**src/core/loop_cfg_pkg.sv**
```systemverilog
// Constants, field layouts and carrier types for the loop filter configuration bank
package loop_cfg_pkg;

    localparam int REG_W = 16;
    localparam int ADDR_W = 2;

    // Register indices on the internal register port
    localparam logic [1:0] IDX_TRIM = 2'h0;
    localparam logic [1:0] IDX_HOLD = 2'h1;
    localparam logic [1:0] IDX_BAND = 2'h2;
    localparam logic [1:0] IDX_DAMP = 2'h3;

    localparam logic [15:0] RST_TRIM = 16'h0000;
    localparam logic [15:0] RST_HOLD = 16'h3800;
    localparam logic [15:0] RST_BAND = 16'h7058;
    localparam logic [15:0] RST_DAMP = 16'h2901;

    // Writable bits of each register; the rest read as zero
    localparam logic [15:0] MASK_TRIM = 16'h00ff;
    localparam logic [15:0] MASK_HOLD = 16'hffff;
    localparam logic [15:0] MASK_BAND = 16'hffff;
    localparam logic [15:0] MASK_DAMP = 16'h3f3f;

    localparam int TRIM_LSB = 0;
    localparam int TRIM_W = 8;
    localparam int TRIM_FRAC_BITS = 20;
    localparam int TRIM_SPAN_BITS = 13;

    localparam int HOLD_COARSE_LSB = 11;
    localparam int HOLD_FINE_LSB = 8;
    localparam int HOLD_HIST_LSB = 4;
    localparam int LOL_LIMIT_LSB = 0;
    localparam logic [4:0] HOLD_COARSE_MAX = 5'h14;
    localparam logic [3:0] HIST_MAX_CODE = 4'ha;

    localparam int ACQ_BAND_COARSE_LSB = 11;
    localparam int ACQ_BAND_FINE_LSB = 8;
    localparam int LOCKED_BAND_COARSE_LSB = 3;
    localparam int LOCKED_BAND_FINE_LSB = 0;
    localparam int ACQ_DAMP_COARSE_LSB = 11;
    localparam int ACQ_DAMP_FINE_LSB = 8;
    localparam int LOCKED_DAMP_COARSE_LSB = 3;
    localparam int LOCKED_DAMP_FINE_LSB = 0;

    typedef struct packed {
        logic [4:0] band_coarse;
        logic [2:0] band_fine;
        logic [2:0] damp_coarse;
        logic [2:0] damp_fine;
        logic use_acquire;
    } loop_set_s;

    typedef struct packed {
        logic [4:0] coarse;
        logic [2:0] fine;
        logic bypass;
        logic [3:0] history_sec;
        logic instant;
    } hold_set_s;

endpackage

```
**src/core/loop_set_select.sv**
```systemverilog
// Picks the Acquire or Normal loop filter bandwidth and damping set
`timescale 1ns/1ps
module loop_set_select (
    input wire logic mclk,
    input wire logic rst,
    input wire logic [15:0] band_reg,
    input wire logic [15:0] damp_reg,
    input wire logic in_acquire,
    input wire logic auto_filter_set_switch,
    input wire logic hold_update,
    output loop_cfg_pkg::loop_set_s loop_set
);

    loop_cfg_pkg::loop_set_s next_loop_set;
    logic acq;

    always_comb begin
        acq = in_acquire && auto_filter_set_switch;
        next_loop_set = loop_set;
        // Freeze while the host rewrites, so the filter never sees a half-written set
        if (!hold_update) begin
            next_loop_set.use_acquire = acq;
            if (acq) begin
                next_loop_set.band_coarse = band_reg[loop_cfg_pkg::ACQ_BAND_COARSE_LSB +: 5];
                next_loop_set.band_fine = band_reg[loop_cfg_pkg::ACQ_BAND_FINE_LSB +: 3];
                next_loop_set.damp_coarse = damp_reg[loop_cfg_pkg::ACQ_DAMP_COARSE_LSB +: 3];
                next_loop_set.damp_fine = damp_reg[loop_cfg_pkg::ACQ_DAMP_FINE_LSB +: 3];
            end else begin
                next_loop_set.band_coarse = band_reg[loop_cfg_pkg::LOCKED_BAND_COARSE_LSB +: 5];
                next_loop_set.band_fine = band_reg[loop_cfg_pkg::LOCKED_BAND_FINE_LSB +: 3];
                next_loop_set.damp_coarse = damp_reg[loop_cfg_pkg::LOCKED_DAMP_COARSE_LSB +: 3];
                next_loop_set.damp_fine = damp_reg[loop_cfg_pkg::LOCKED_DAMP_FINE_LSB +: 3];
            end
        end
    end

    always_ff @(posedge mclk) begin
        if (rst) begin
            // Normal-state reset fields: coarse 0xB, fine 0, damping 0 and 1
            loop_set <= '{band_coarse: 5'h0b, band_fine: 3'h0, damp_coarse: 3'h0,
                          damp_fine: 3'h1, use_acquire: 1'b0};
        end else begin
            loop_set <= next_loop_set;
        end
    end

endmodule // loop_set_select

```
**src/core/dpll_loop_filter_config_regs.sv**
```systemverilog
// Loop filter, holdover and crystal trim configuration register bank
`timescale 1ns/1ps
module dpll_loop_filter_config_regs #(
    parameter int LOL_W = 8,
    parameter int CORR_FRAC = 24
) (
    input wire logic mclk,
    input wire logic rst,
    input wire logic reg_wr,
    input wire logic reg_rd,
    input wire logic [1:0] reg_addr,
    input wire logic [15:0] reg_wdata,
    output logic [15:0] reg_rdata,
    output logic reg_rvalid,
    input wire logic [LOL_W-1:0] lol_count,
    input wire logic in_acquire,
    input wire logic auto_filter_set_switch,
    input wire logic filter_update_dis,
    output logic signed [7:0] crystal_trim,
    output logic signed [CORR_FRAC:0] crystal_correction,
    output loop_cfg_pkg::hold_set_s hold_set,
    output logic lock_loss_flag,
    output loop_cfg_pkg::loop_set_s loop_set
);

    logic [15:0] crystal_offset_trim;
    logic [15:0] holdover_setup;
    logic [15:0] loop_filter_bandwidth;
    logic [15:0] loop_filter_damping;
    logic [15:0] next_crystal_offset_trim;
    logic [15:0] next_holdover_setup;
    logic [15:0] next_loop_filter_bandwidth;
    logic [15:0] next_loop_filter_damping;

    logic [15:0] next_reg_rdata;
    logic next_reg_rvalid;

    logic signed [7:0] next_crystal_trim;
    logic signed [CORR_FRAC:0] next_crystal_correction;
    loop_cfg_pkg::hold_set_s next_hold_set;
    logic next_lock_loss_flag;

    logic [4:0] hold_filter_coarse;
    logic [2:0] hold_filter_fine;
    logic [3:0] hold_history;
    logic [3:0] lock_loss_limit;

    // Holdover output reset values follow the holdover reset word
    localparam logic [4:0] HOLD_COARSE_RST =
        loop_cfg_pkg::RST_HOLD[loop_cfg_pkg::HOLD_COARSE_LSB +: 5];
    localparam logic [2:0] HOLD_FINE_RST =
        loop_cfg_pkg::RST_HOLD[loop_cfg_pkg::HOLD_FINE_LSB +: 3];
    localparam logic [3:0] HOLD_HIST_RST =
        loop_cfg_pkg::RST_HOLD[loop_cfg_pkg::HOLD_HIST_LSB +: 4];

    // Register writes; only implemented bits are ever stored
    always_comb begin
        next_crystal_offset_trim = crystal_offset_trim;
        next_holdover_setup = holdover_setup;
        next_loop_filter_bandwidth = loop_filter_bandwidth;
        next_loop_filter_damping = loop_filter_damping;
        if (reg_wr) begin
            case (reg_addr)
                loop_cfg_pkg::IDX_TRIM: begin
                    next_crystal_offset_trim = reg_wdata & loop_cfg_pkg::MASK_TRIM;
                end
                loop_cfg_pkg::IDX_HOLD: begin
                    next_holdover_setup = reg_wdata & loop_cfg_pkg::MASK_HOLD;
                end
                loop_cfg_pkg::IDX_BAND: begin
                    next_loop_filter_bandwidth = reg_wdata & loop_cfg_pkg::MASK_BAND;
                end
                loop_cfg_pkg::IDX_DAMP: begin
                    next_loop_filter_damping = reg_wdata & loop_cfg_pkg::MASK_DAMP;
                end
                default: begin
                end
            endcase
        end
    end

    always_ff @(posedge mclk) begin
        if (rst) begin
            crystal_offset_trim <= loop_cfg_pkg::RST_TRIM;
            holdover_setup <= loop_cfg_pkg::RST_HOLD;
            loop_filter_bandwidth <= loop_cfg_pkg::RST_BAND;
            loop_filter_damping <= loop_cfg_pkg::RST_DAMP;
        end else begin
            crystal_offset_trim <= next_crystal_offset_trim;
            holdover_setup <= next_holdover_setup;
            loop_filter_bandwidth <= next_loop_filter_bandwidth;
            loop_filter_damping <= next_loop_filter_damping;
        end
    end

    // Read port: data one cycle after the strobe; a same-cycle write is not seen yet
    always_comb begin
        next_reg_rvalid = reg_rd;
        next_reg_rdata = 16'h0000;
        if (reg_rd) begin
            case (reg_addr)
                loop_cfg_pkg::IDX_TRIM: next_reg_rdata = crystal_offset_trim;
                loop_cfg_pkg::IDX_HOLD: next_reg_rdata = holdover_setup;
                loop_cfg_pkg::IDX_BAND: next_reg_rdata = loop_filter_bandwidth;
                loop_cfg_pkg::IDX_DAMP: begin
                    next_reg_rdata = loop_filter_damping & loop_cfg_pkg::MASK_DAMP;
                end
                default: next_reg_rdata = 16'h0000;
            endcase
        end
    end

    always_ff @(posedge mclk) begin
        if (rst) begin
            reg_rdata <= 16'h0000;
            reg_rvalid <= 1'b0;
        end else begin
            reg_rdata <= next_reg_rdata;
            reg_rvalid <= next_reg_rvalid;
        end
    end

    // Field extraction
    always_comb begin
        hold_filter_coarse = holdover_setup[loop_cfg_pkg::HOLD_COARSE_LSB +: 5];
        hold_filter_fine = holdover_setup[loop_cfg_pkg::HOLD_FINE_LSB +: 3];
        hold_history = holdover_setup[loop_cfg_pkg::HOLD_HIST_LSB +: 4];
        lock_loss_limit = holdover_setup[loop_cfg_pkg::LOL_LIMIT_LSB +: 4];
    end

    // Trim as a fixed-point correction with CORR_FRAC fraction bits;
    // CORR_FRAC below 20 would lose resolution, so keep it at or above that
    always_comb begin
        next_crystal_trim = signed'(crystal_offset_trim[loop_cfg_pkg::TRIM_LSB +: 8]);
        next_crystal_correction = (CORR_FRAC + 1)'(next_crystal_trim)
            <<< (CORR_FRAC - loop_cfg_pkg::TRIM_FRAC_BITS);
    end

    always_ff @(posedge mclk) begin
        if (rst) begin
            crystal_trim <= 8'sh00;
            crystal_correction <= '0;
        end else begin
            crystal_trim <= next_crystal_trim;
            crystal_correction <= next_crystal_correction;
        end
    end

    // Holdover filter controls
    always_comb begin
        next_hold_set = hold_set;
        if (hold_filter_coarse > loop_cfg_pkg::HOLD_COARSE_MAX) begin
            next_hold_set.coarse = loop_cfg_pkg::HOLD_COARSE_MAX;
        end else begin
            next_hold_set.coarse = hold_filter_coarse;
        end
        next_hold_set.fine = hold_filter_fine;
        // Either field at zero means unlimited bandwidth
        next_hold_set.bypass = (hold_filter_coarse == 5'h00) || (hold_filter_fine == 3'h0);
        next_hold_set.instant = (hold_history == 4'h0);
        if (hold_history > loop_cfg_pkg::HIST_MAX_CODE) begin
            // Undefined codes saturate at the longest history
            next_hold_set.history_sec = loop_cfg_pkg::HIST_MAX_CODE;
        end else begin
            next_hold_set.history_sec = hold_history;
        end
    end

    always_ff @(posedge mclk) begin
        if (rst) begin
            hold_set <= '{coarse: HOLD_COARSE_RST, fine: HOLD_FINE_RST,
                          bypass: (HOLD_COARSE_RST == 5'h00) || (HOLD_FINE_RST == 3'h0),
                          history_sec: HOLD_HIST_RST, instant: HOLD_HIST_RST == 4'h0};
        end else begin
            hold_set <= next_hold_set;
        end
    end

    // Loss-of-lock limit, compared at counter width
    always_comb begin
        next_lock_loss_flag = lol_count > LOL_W'(lock_loss_limit);
    end

    always_ff @(posedge mclk) begin
        if (rst) begin
            lock_loss_flag <= 1'b0;
        end else begin
            lock_loss_flag <= next_lock_loss_flag;
        end
    end

    loop_set_select u_loop_set_select (
        .mclk(mclk),
        .rst(rst),
        .band_reg(loop_filter_bandwidth),
        .damp_reg(loop_filter_damping),
        .in_acquire(in_acquire),
        .auto_filter_set_switch(auto_filter_set_switch),
        .hold_update(filter_update_dis),
        .loop_set(loop_set)
    );

endmodule // dpll_loop_filter_config_regs

```
**config.mk**
```make
export PLATFORM = sky130hd
export DESIGN_NAME = dpll_loop_filter_config_regs
export DESIGN_NICKNAME = d
export VERILOG_FILES = /design/src/core/loop_cfg_pkg.sv /design/src/core/loop_set_select.sv /design/src/core/dpll_loop_filter_config_regs.sv
export SDC_FILE = /design/constraint.sdc
export NUM_CORES = 1
export LEC_CHECK = 0
export ABC_CLOCK_PERIOD_IN_PS = 2700
export BUFFER_PORTS_ARGS = -buffer_cell sky130_fd_sc_hd__buf_2
export CORE_ASPECT_RATIO = 1.5
export CORE_MARGIN = 1.5
export CORE_UTILIZATION = 50
export CTS_BUF_LIST = sky130_fd_sc_hd__clkbuf_2 sky130_fd_sc_hd__clkbuf_4 sky130_fd_sc_hd__clkbuf_8
export CTS_CLUSTER_SIZE = 10
export DETAILED_ROUTE_END_ITERATION = 10
export MAX_ROUTING_LAYER = met4
export PLACE_DENSITY_LB_ADDON = 0.15
export SKIP_LAST_GASP = 1
export SLEW_MARGIN = 10
export SYNTH_ARGS = -nofsm -noshare
export SYNTH_HDL_FRONTEND = slang
export SYNTH_HIERARCHICAL = 1
export SYNTH_SLANG_ARGS = --single-unit
```
**constraint.sdc**
```tcl
create_clock -name mclk -period 2.7 [get_ports mclk]
set_input_delay 0.27 -clock mclk [delete_from_list [all_inputs] [get_ports mclk]]
set_output_delay 0.27 -clock mclk [all_outputs]
set_load 0.02 [all_outputs]
```
==> flow_metrics.tcl, run 1 <==
set metrics [dict create \
    hold_violations 0 \
    yosysMostFrequentCell "dfxtp_1" \
    maxCapViolations 0 \
    drtPass1Iterations 5 \
    tightest_slew_ns 0.8356 \
    crit_type "input port to flop" \
    cp.required_ns 2.95 \
    drive_gt1_share_pct 26.89 \
    synth_warnings 6 \
    design.core.area_um2 8464 \
    die_area_um2 9374 \
    avgSynthCellArea_um2 9.312 \
    grt_use_total_pct 24.26 \
    tns_ns 0 \
    power_mw 3.109 \
    start_util_pct 51.93 \
    worst-path-buf-inv 1 \
    cts_sinks 107 \
    synth_edf_count 0 \
    layout.cells.non_filler 650 \
    nets 576 \
    crit_family "simple AND/OR/NAND/NOR gates" \
    antennaDiodeCount 0 \
    synth_common_cells "dfxtp_1 (107), nand2_1 (98), buf_4 (35), a21oi_1 (34), nor2b_1 (26)" \
    synth.distinct_cells 43 \
    post-route-util_pct 58.24 \
    leakage_nw 2.185 \
    cts_made_buffers 9 \
    drt_iter0_markers 181 \
    grt_setup_unrepaired "no" \
    hpwl_um 7467 \
    async_flop_share_pct 0 \
    min_period_ns 1.385 \
    ir_worst_vdd_uv 353.6 \
    relSlewSlack_pct 44.05 \
    seqCellArea_um2 2142 \
    cts_setup_buffers 0 \
    gp_congestion 0.7976 \
    remaining_drc_errors 0 \
    syn_to_final_growth_pct 12.15 \
    synth_top_area_cell "dfxtp_1" \
    hold-worst-slack_ns 0.1317 \
    grt.overflow.total 0 \
    power_density_nw_per_um2 630.6 \
    startpoint_type "input port" \
    cp-end-kind "flop" \
    avgRoutedWirePerCell_um 16.36 \
    cts_hold_buffers 0 \
    setup_viol 0 \
    dp.cells 635 \
    fin_skew_ns 0.01324 \
    finalMaxSlewViolations 0 \
    vias 3473 \
    multi_input_area_um2 1843 \
    critPathSlowestCell "nor3b_2" \
    avgViaCountPerCell 5.343 \
    tritoncts "built" \
    crit_chain "buf_2, nor3b_2, mux2i_1, nor2_1" \
    finalCritPeriodShare_pct 51.29 \
    die_w_um 79.56 \
    timing.fmax_mhz 722.1 \
    ant_nets 0 \
    netlist_area_um2 4395 \
    root_buffer "clkbuf_8" \
    critPathMaxStageDelay_ns 0.76 \
    clk_latency_ns 0.39 \
    cp_data_arrival_time_ns 1.63 \
    htree_levels 3 \
    antenna_found_initial 0 \
    finalWirelength_um 10640 \
    syn_inst 472 \
    rrSetupSlack_ns 1.48 \
    grt_pass1_vias 3257 \
    path_max_fanout 23 \
    ys_ff_latch 107 \
    status "finished clean" \
    ys_top_cells_by_area "dfxtp_1 (49%), nand2_1 (8.4%), buf_4 (6.0%), a21oi_1 (3.9%), nor2b_1 (3.7%)" \
    io-pin-count 113 \
    die_h_um 117.8 \
    ys_seq_area_share_pct 48.73 \
    fillers 806 \
    clock_path_buffers 2 \
    yosys.area.top_type_share_pct 48.73 \
    cts_resized 0 \
    grt_max_degree 70 \
    grt_pass1_wl_um 16750 \
    yosys_most_used_dff "dfxtp_1" \
    port_buffers 108 \
    rows 41 \
    clk_pin_slew_ns 0.10 \
    hold_path.class "input port to flop" \
]
flip-flops by register name, summed over array words and instances, names as in the netlist, 8 cells and up:
signal and cells:
holdover_setup 16, loop_filter_bandwidth 16, reg_rdata 16, u_loop_set_select/loop_set 15
hold_set 14, loop_filter_damping 12, crystal_correction 8, crystal_offset_trim 8
worst register-to-register path: stages, from the launching register on:
cell and delay (ns):
dfxtp_1 0.39, inv_1 0.07, ha_1 0.31, a211oi_1 0.24, a21oi_1 0.10
cells by family after synthesis:
logic type | count (synthesis) | synth area share, %
buffers and inverters | 65 | 9.593
adders and majority gates | 4 | 1.139
and+or+nand+nor | 197 | 21.58
other | 1 | 0.08532
AOI/OAI and AO/OA | 76 | 11.90
DFF | 107 | 48.73
muxes | 22 | 6.974
through the flow:
| step | area [um^2] | worst slack (ns) |
|---|---|---|
| floorplan | 4407 | 1.494 |
| global placement | 4705 | 0.9076 |
| detailed placement | 4705 | 0.9060 |
| CTS | 4930 | 1.289 |
| global route | 4930 | 1.158 |
| finish | 4930 | 1.315 |
layout by cell type (no fill, tap or decap), drive strengths merged, types with 8 or more instances in the layout:
cell	instances
a22oi	8
a311oi	10
dfxtp	107
mux2i	10
nand2	98
and3	8
a21oi	34
nor2	20
buf	110
nand3	24
nor2b	26
a21bo	10
clkbuf	11
where the power goes:
part,leakage [nW],internal [mW],switching [mW]
Clock,0.115,0.568,0.529
Sequential,0.873,1.64,0.0416
Combinational,1.20,0.123,0.210
worst paths after layout:
check,startpoint,endpoint,cells past startpoint
setup / recovery,reg_addr[0],crystal_offset_trim[0],4
hold / removal,reg_wdata[14],loop_filter_bandwidth[14],3
setup reg to reg,holdover_setup[3],lock_loss_flag,4
hold reg to reg,u_loop_set_select/loop_set[0],u_loop_set_select/loop_set[0],2
area by class of cell:
cell class,count,area share [%]
inverter,8,0.6091
clock inverter,4,1.497
timing repair buffer,110,11.27
clock buffer,11,3.071
tap,107,2.716
sequential,107,43.45
multi-input combinational,303,37.39
per-layer routing:
| metal | vias to the layer above | routed length, um | track usage (%) |
|---|---|---|---|
| met5 | - | 0 | - |
| li1 | 1707 | - | - |
| met4 | 0 | 265 | 11.84 |
| met3 | 19 | 459 | 3.643 |
| met2 | 87 | 5519 | 39.04 |
| met1 | 1660 | 4391 | 29.24 |
Note: power is estimated with default switching activity, not from simulation.
==> run 2: changes to the inputs <==
--- a/config.mk
+++ b/config.mk
@@ -5,11 +5,11 @@
 export SDC_FILE = /design/constraint.sdc
 export NUM_CORES = 1
 export LEC_CHECK = 0
-export ABC_CLOCK_PERIOD_IN_PS = 2700
+export ABC_CLOCK_PERIOD_IN_PS = 1160
 export BUFFER_PORTS_ARGS = -buffer_cell sky130_fd_sc_hd__buf_2
 export CORE_ASPECT_RATIO = 1.5
 export CORE_MARGIN = 1.5
-export CORE_UTILIZATION = 50
+export CORE_UTILIZATION = 49
 export CTS_BUF_LIST = sky130_fd_sc_hd__clkbuf_2 sky130_fd_sc_hd__clkbuf_4 sky130_fd_sc_hd__clkbuf_8
 export CTS_CLUSTER_SIZE = 10
 export DETAILED_ROUTE_END_ITERATION = 10
==> constraint.sdc (replaced) <==
create_clock -name mclk -period 1.16 [get_ports mclk]
set_input_delay 0.116 -clock mclk [delete_from_list [all_inputs] [get_ports mclk]]
set_output_delay 0.116 -clock mclk [all_outputs]
set_load 0.02 [all_outputs]
==> run 2 against run 1 <==
Count of clock-buffer cells in the layout is 1 higher. Register-to-register slack worse by 1.4 ns. Die area is 2.0% higher. Sequential share of layout area is 3.3 points lower. Clock skew is 0.0017 ns lower. Sequential cell count stayed put. Critical path type is now flop to flop. Largest power group unchanged.
==> flow_metrics.tcl, run 2 (same netlist as run 1, synthesis figures left out) <==
set metrics [dict create \
    status "finished clean" \
    power_mw 6.999 \
    ant_nets 0 \
    drtPass1Iterations 5 \
    layout_commonest_cell "buf_2" \
    grt.overflow.total 0 \
    gp_congestion 0.8624 \
    finalCritPeriodShare_pct 96.03 \
    io-pin-count 113 \
    power_density_nw_per_um2 1306 \
    startpoint_type "flop" \
    remaining_drc_errors 0 \
    hpwl_um 8120 \
    grt_use_total_pct 24.32 \
    grt_max_degree 37 \
    min_period_ns 1.114 \
    drive_gt1_share_pct 33.16 \
    place_area_um2 5049 \
    post-route-util_pct 61.06 \
    switching_share_pct 26.32 \
    use_met3_pct 3.525 \
    finalWirelength_um 11110 \
    grt_pass1_wl_um 17330 \
    setup_viol 0 \
    hold_violations 0 \
    grt_setup_unrepaired "yes" \
    hold-worst-slack_ns 0.01761 \
    drt_iter0_markers 250 \
    die_h_um 119.0 \
    cp_data_arrival_time_ns 1.38 \
    antenna_found_initial 0 \
    tritoncts "built" \
    fin_area_um2 5359 \
    grt_use_met2_pct 40.49 \
    design.core.area_um2 8776 \
    mostFrequentLayoutCells "buf_2 (108), dfxtp_1 (100), nand2_1 (98)" \
    timing.fmax_mhz 897.7 \
    htree_levels 3 \
    nets 621 \
    cp-end-kind "flop" \
    finalMaxSlewViolations 0 \
    antennaDiodeCount 0 \
    rows 42 \
    grt-busiest-layer "met2" \
    avgViaCountPerCell 5.236 \
    layout.cells.non_filler 698 \
    cp.required_ns 1.43 \
    ir_worst_vdd_uv 867.0 \
    syn_to_final_growth_pct 21.92 \
    clk_latency_ns 0.37 \
    vias 3655 \
    largest_registers "holdover_setup: 16 flops, loop_filter_bandwidth: 16 flops, reg_rdata: 16 flops" \
    clk_pin_slew_ns 0.10 \
    p_seq_share_pct 55.8 \
    cts_sinks 107 \
    use_met1_pct 29.39 \
    port_buffers 108 \
    crit_type "flop to flop" \
    cts_made_buffers 9 \
    path_max_fanout 3 \
    maxCapViolations 0 \
    pwr-share-comb_pct 13.1 \
    die_w_um 80.33 \
    grt_pass1_vias 3350 \
    fillers 785 \
    hold_path.class "input port to flop" \
    p_sw_mw 1.842 \
    start_util_pct 50.09 \
    power.internal_mw 5.157 \
    dp.cells 675 \
    avgRoutedWirePerCell_um 15.92 \
    leakage_nw 2.411 \
    clock_path_buffers 2 \
    die_area_um2 9559 \
    root_buffer "clkbuf_8" \
    fin_skew_ns 0.01158 \
    power.share.clock_pct 31.1 \
]
==> run 2: path summary, 6_finish.rpt <==
| path | start | depth (start not counted) | slack, ns | to |
|---|---|---|---|---|
| worst min register to register | u_loop_set_select/loop_set[0] | 2 | 0.46 | u_loop_set_select/loop_set[0] |
| worst max-delay path | loop_filter_bandwidth[0] | 2 | 0.05 | reg_rdata[0] |
| worst min-delay path | reg_wdata[13] | 3 | 0.02 | loop_filter_bandwidth[13] |
| worst max register to register | loop_filter_bandwidth[0] | 2 | 0.05 | reg_rdata[0] |
==> run 2: power by group through the flow <==
stage / sequential [mW] / combinational (mW) / clock, mW
3_5_place_dp: 3.99 / 0.885 / 0
5_1_grt: 3.92 / 1.00 / 2.36
4_1_cts: 3.90 / 0.913 / 2.22
3_3_place_gp: 3.98 / 0.867 / 0
6_report: 3.90 / 0.919 / 2.18
2_1_floorplan: 4.05 / 0.491 / 0
==> run 2: layout make-up <==
type	instances	area, um^2	share of cell area [%]
Tap cell	110	137.6	2.568
Sequential cell	107	2153	40.18
Multi-Input combinational cell	303	1876	35.00
Inverter	8	30.03	0.5604
Clock inverter	3	21.27	0.3969
Timing Repair Buffer	155	975.9	18.21
Clock buffer	12	165.2	3.082
==> run 2: worst max-delay path, stage by stage (launching register included) <==
cell	delay, ns
dfxtp_2	0.35
mux4_1	0.48
and3_1	0.19
==> run 2: timing repair <==
action,in CTS,in global routing
endpoints found under the hold margin,14,0
hold buffers,8,0
gates resized for setup,4,9
pin swaps,2,1
setup buffers,0,0
endpoints found under the setup margin,16,17
==> run 2: through the flow <==
step	setup slack (ns)	TNS, ns
floorplan	0.07941	0
global placement	-0.1118	-2.808
detailed placement	-0.1901	-5.180
CTS	0.005338	0
global route	-0.005466	-0.005466
finish	0.04601	0
==> run 2: routing by layer <==
| metal | part of all wire, % | wire length (um) |
|---|---|---|
| met2 | 52 | 5738 |
| met1 | 42 | 4676 |
| met3 | 4.0 | 439 |
| met5 | 0 | 0 |
| met4 | 2.3 | 257 |
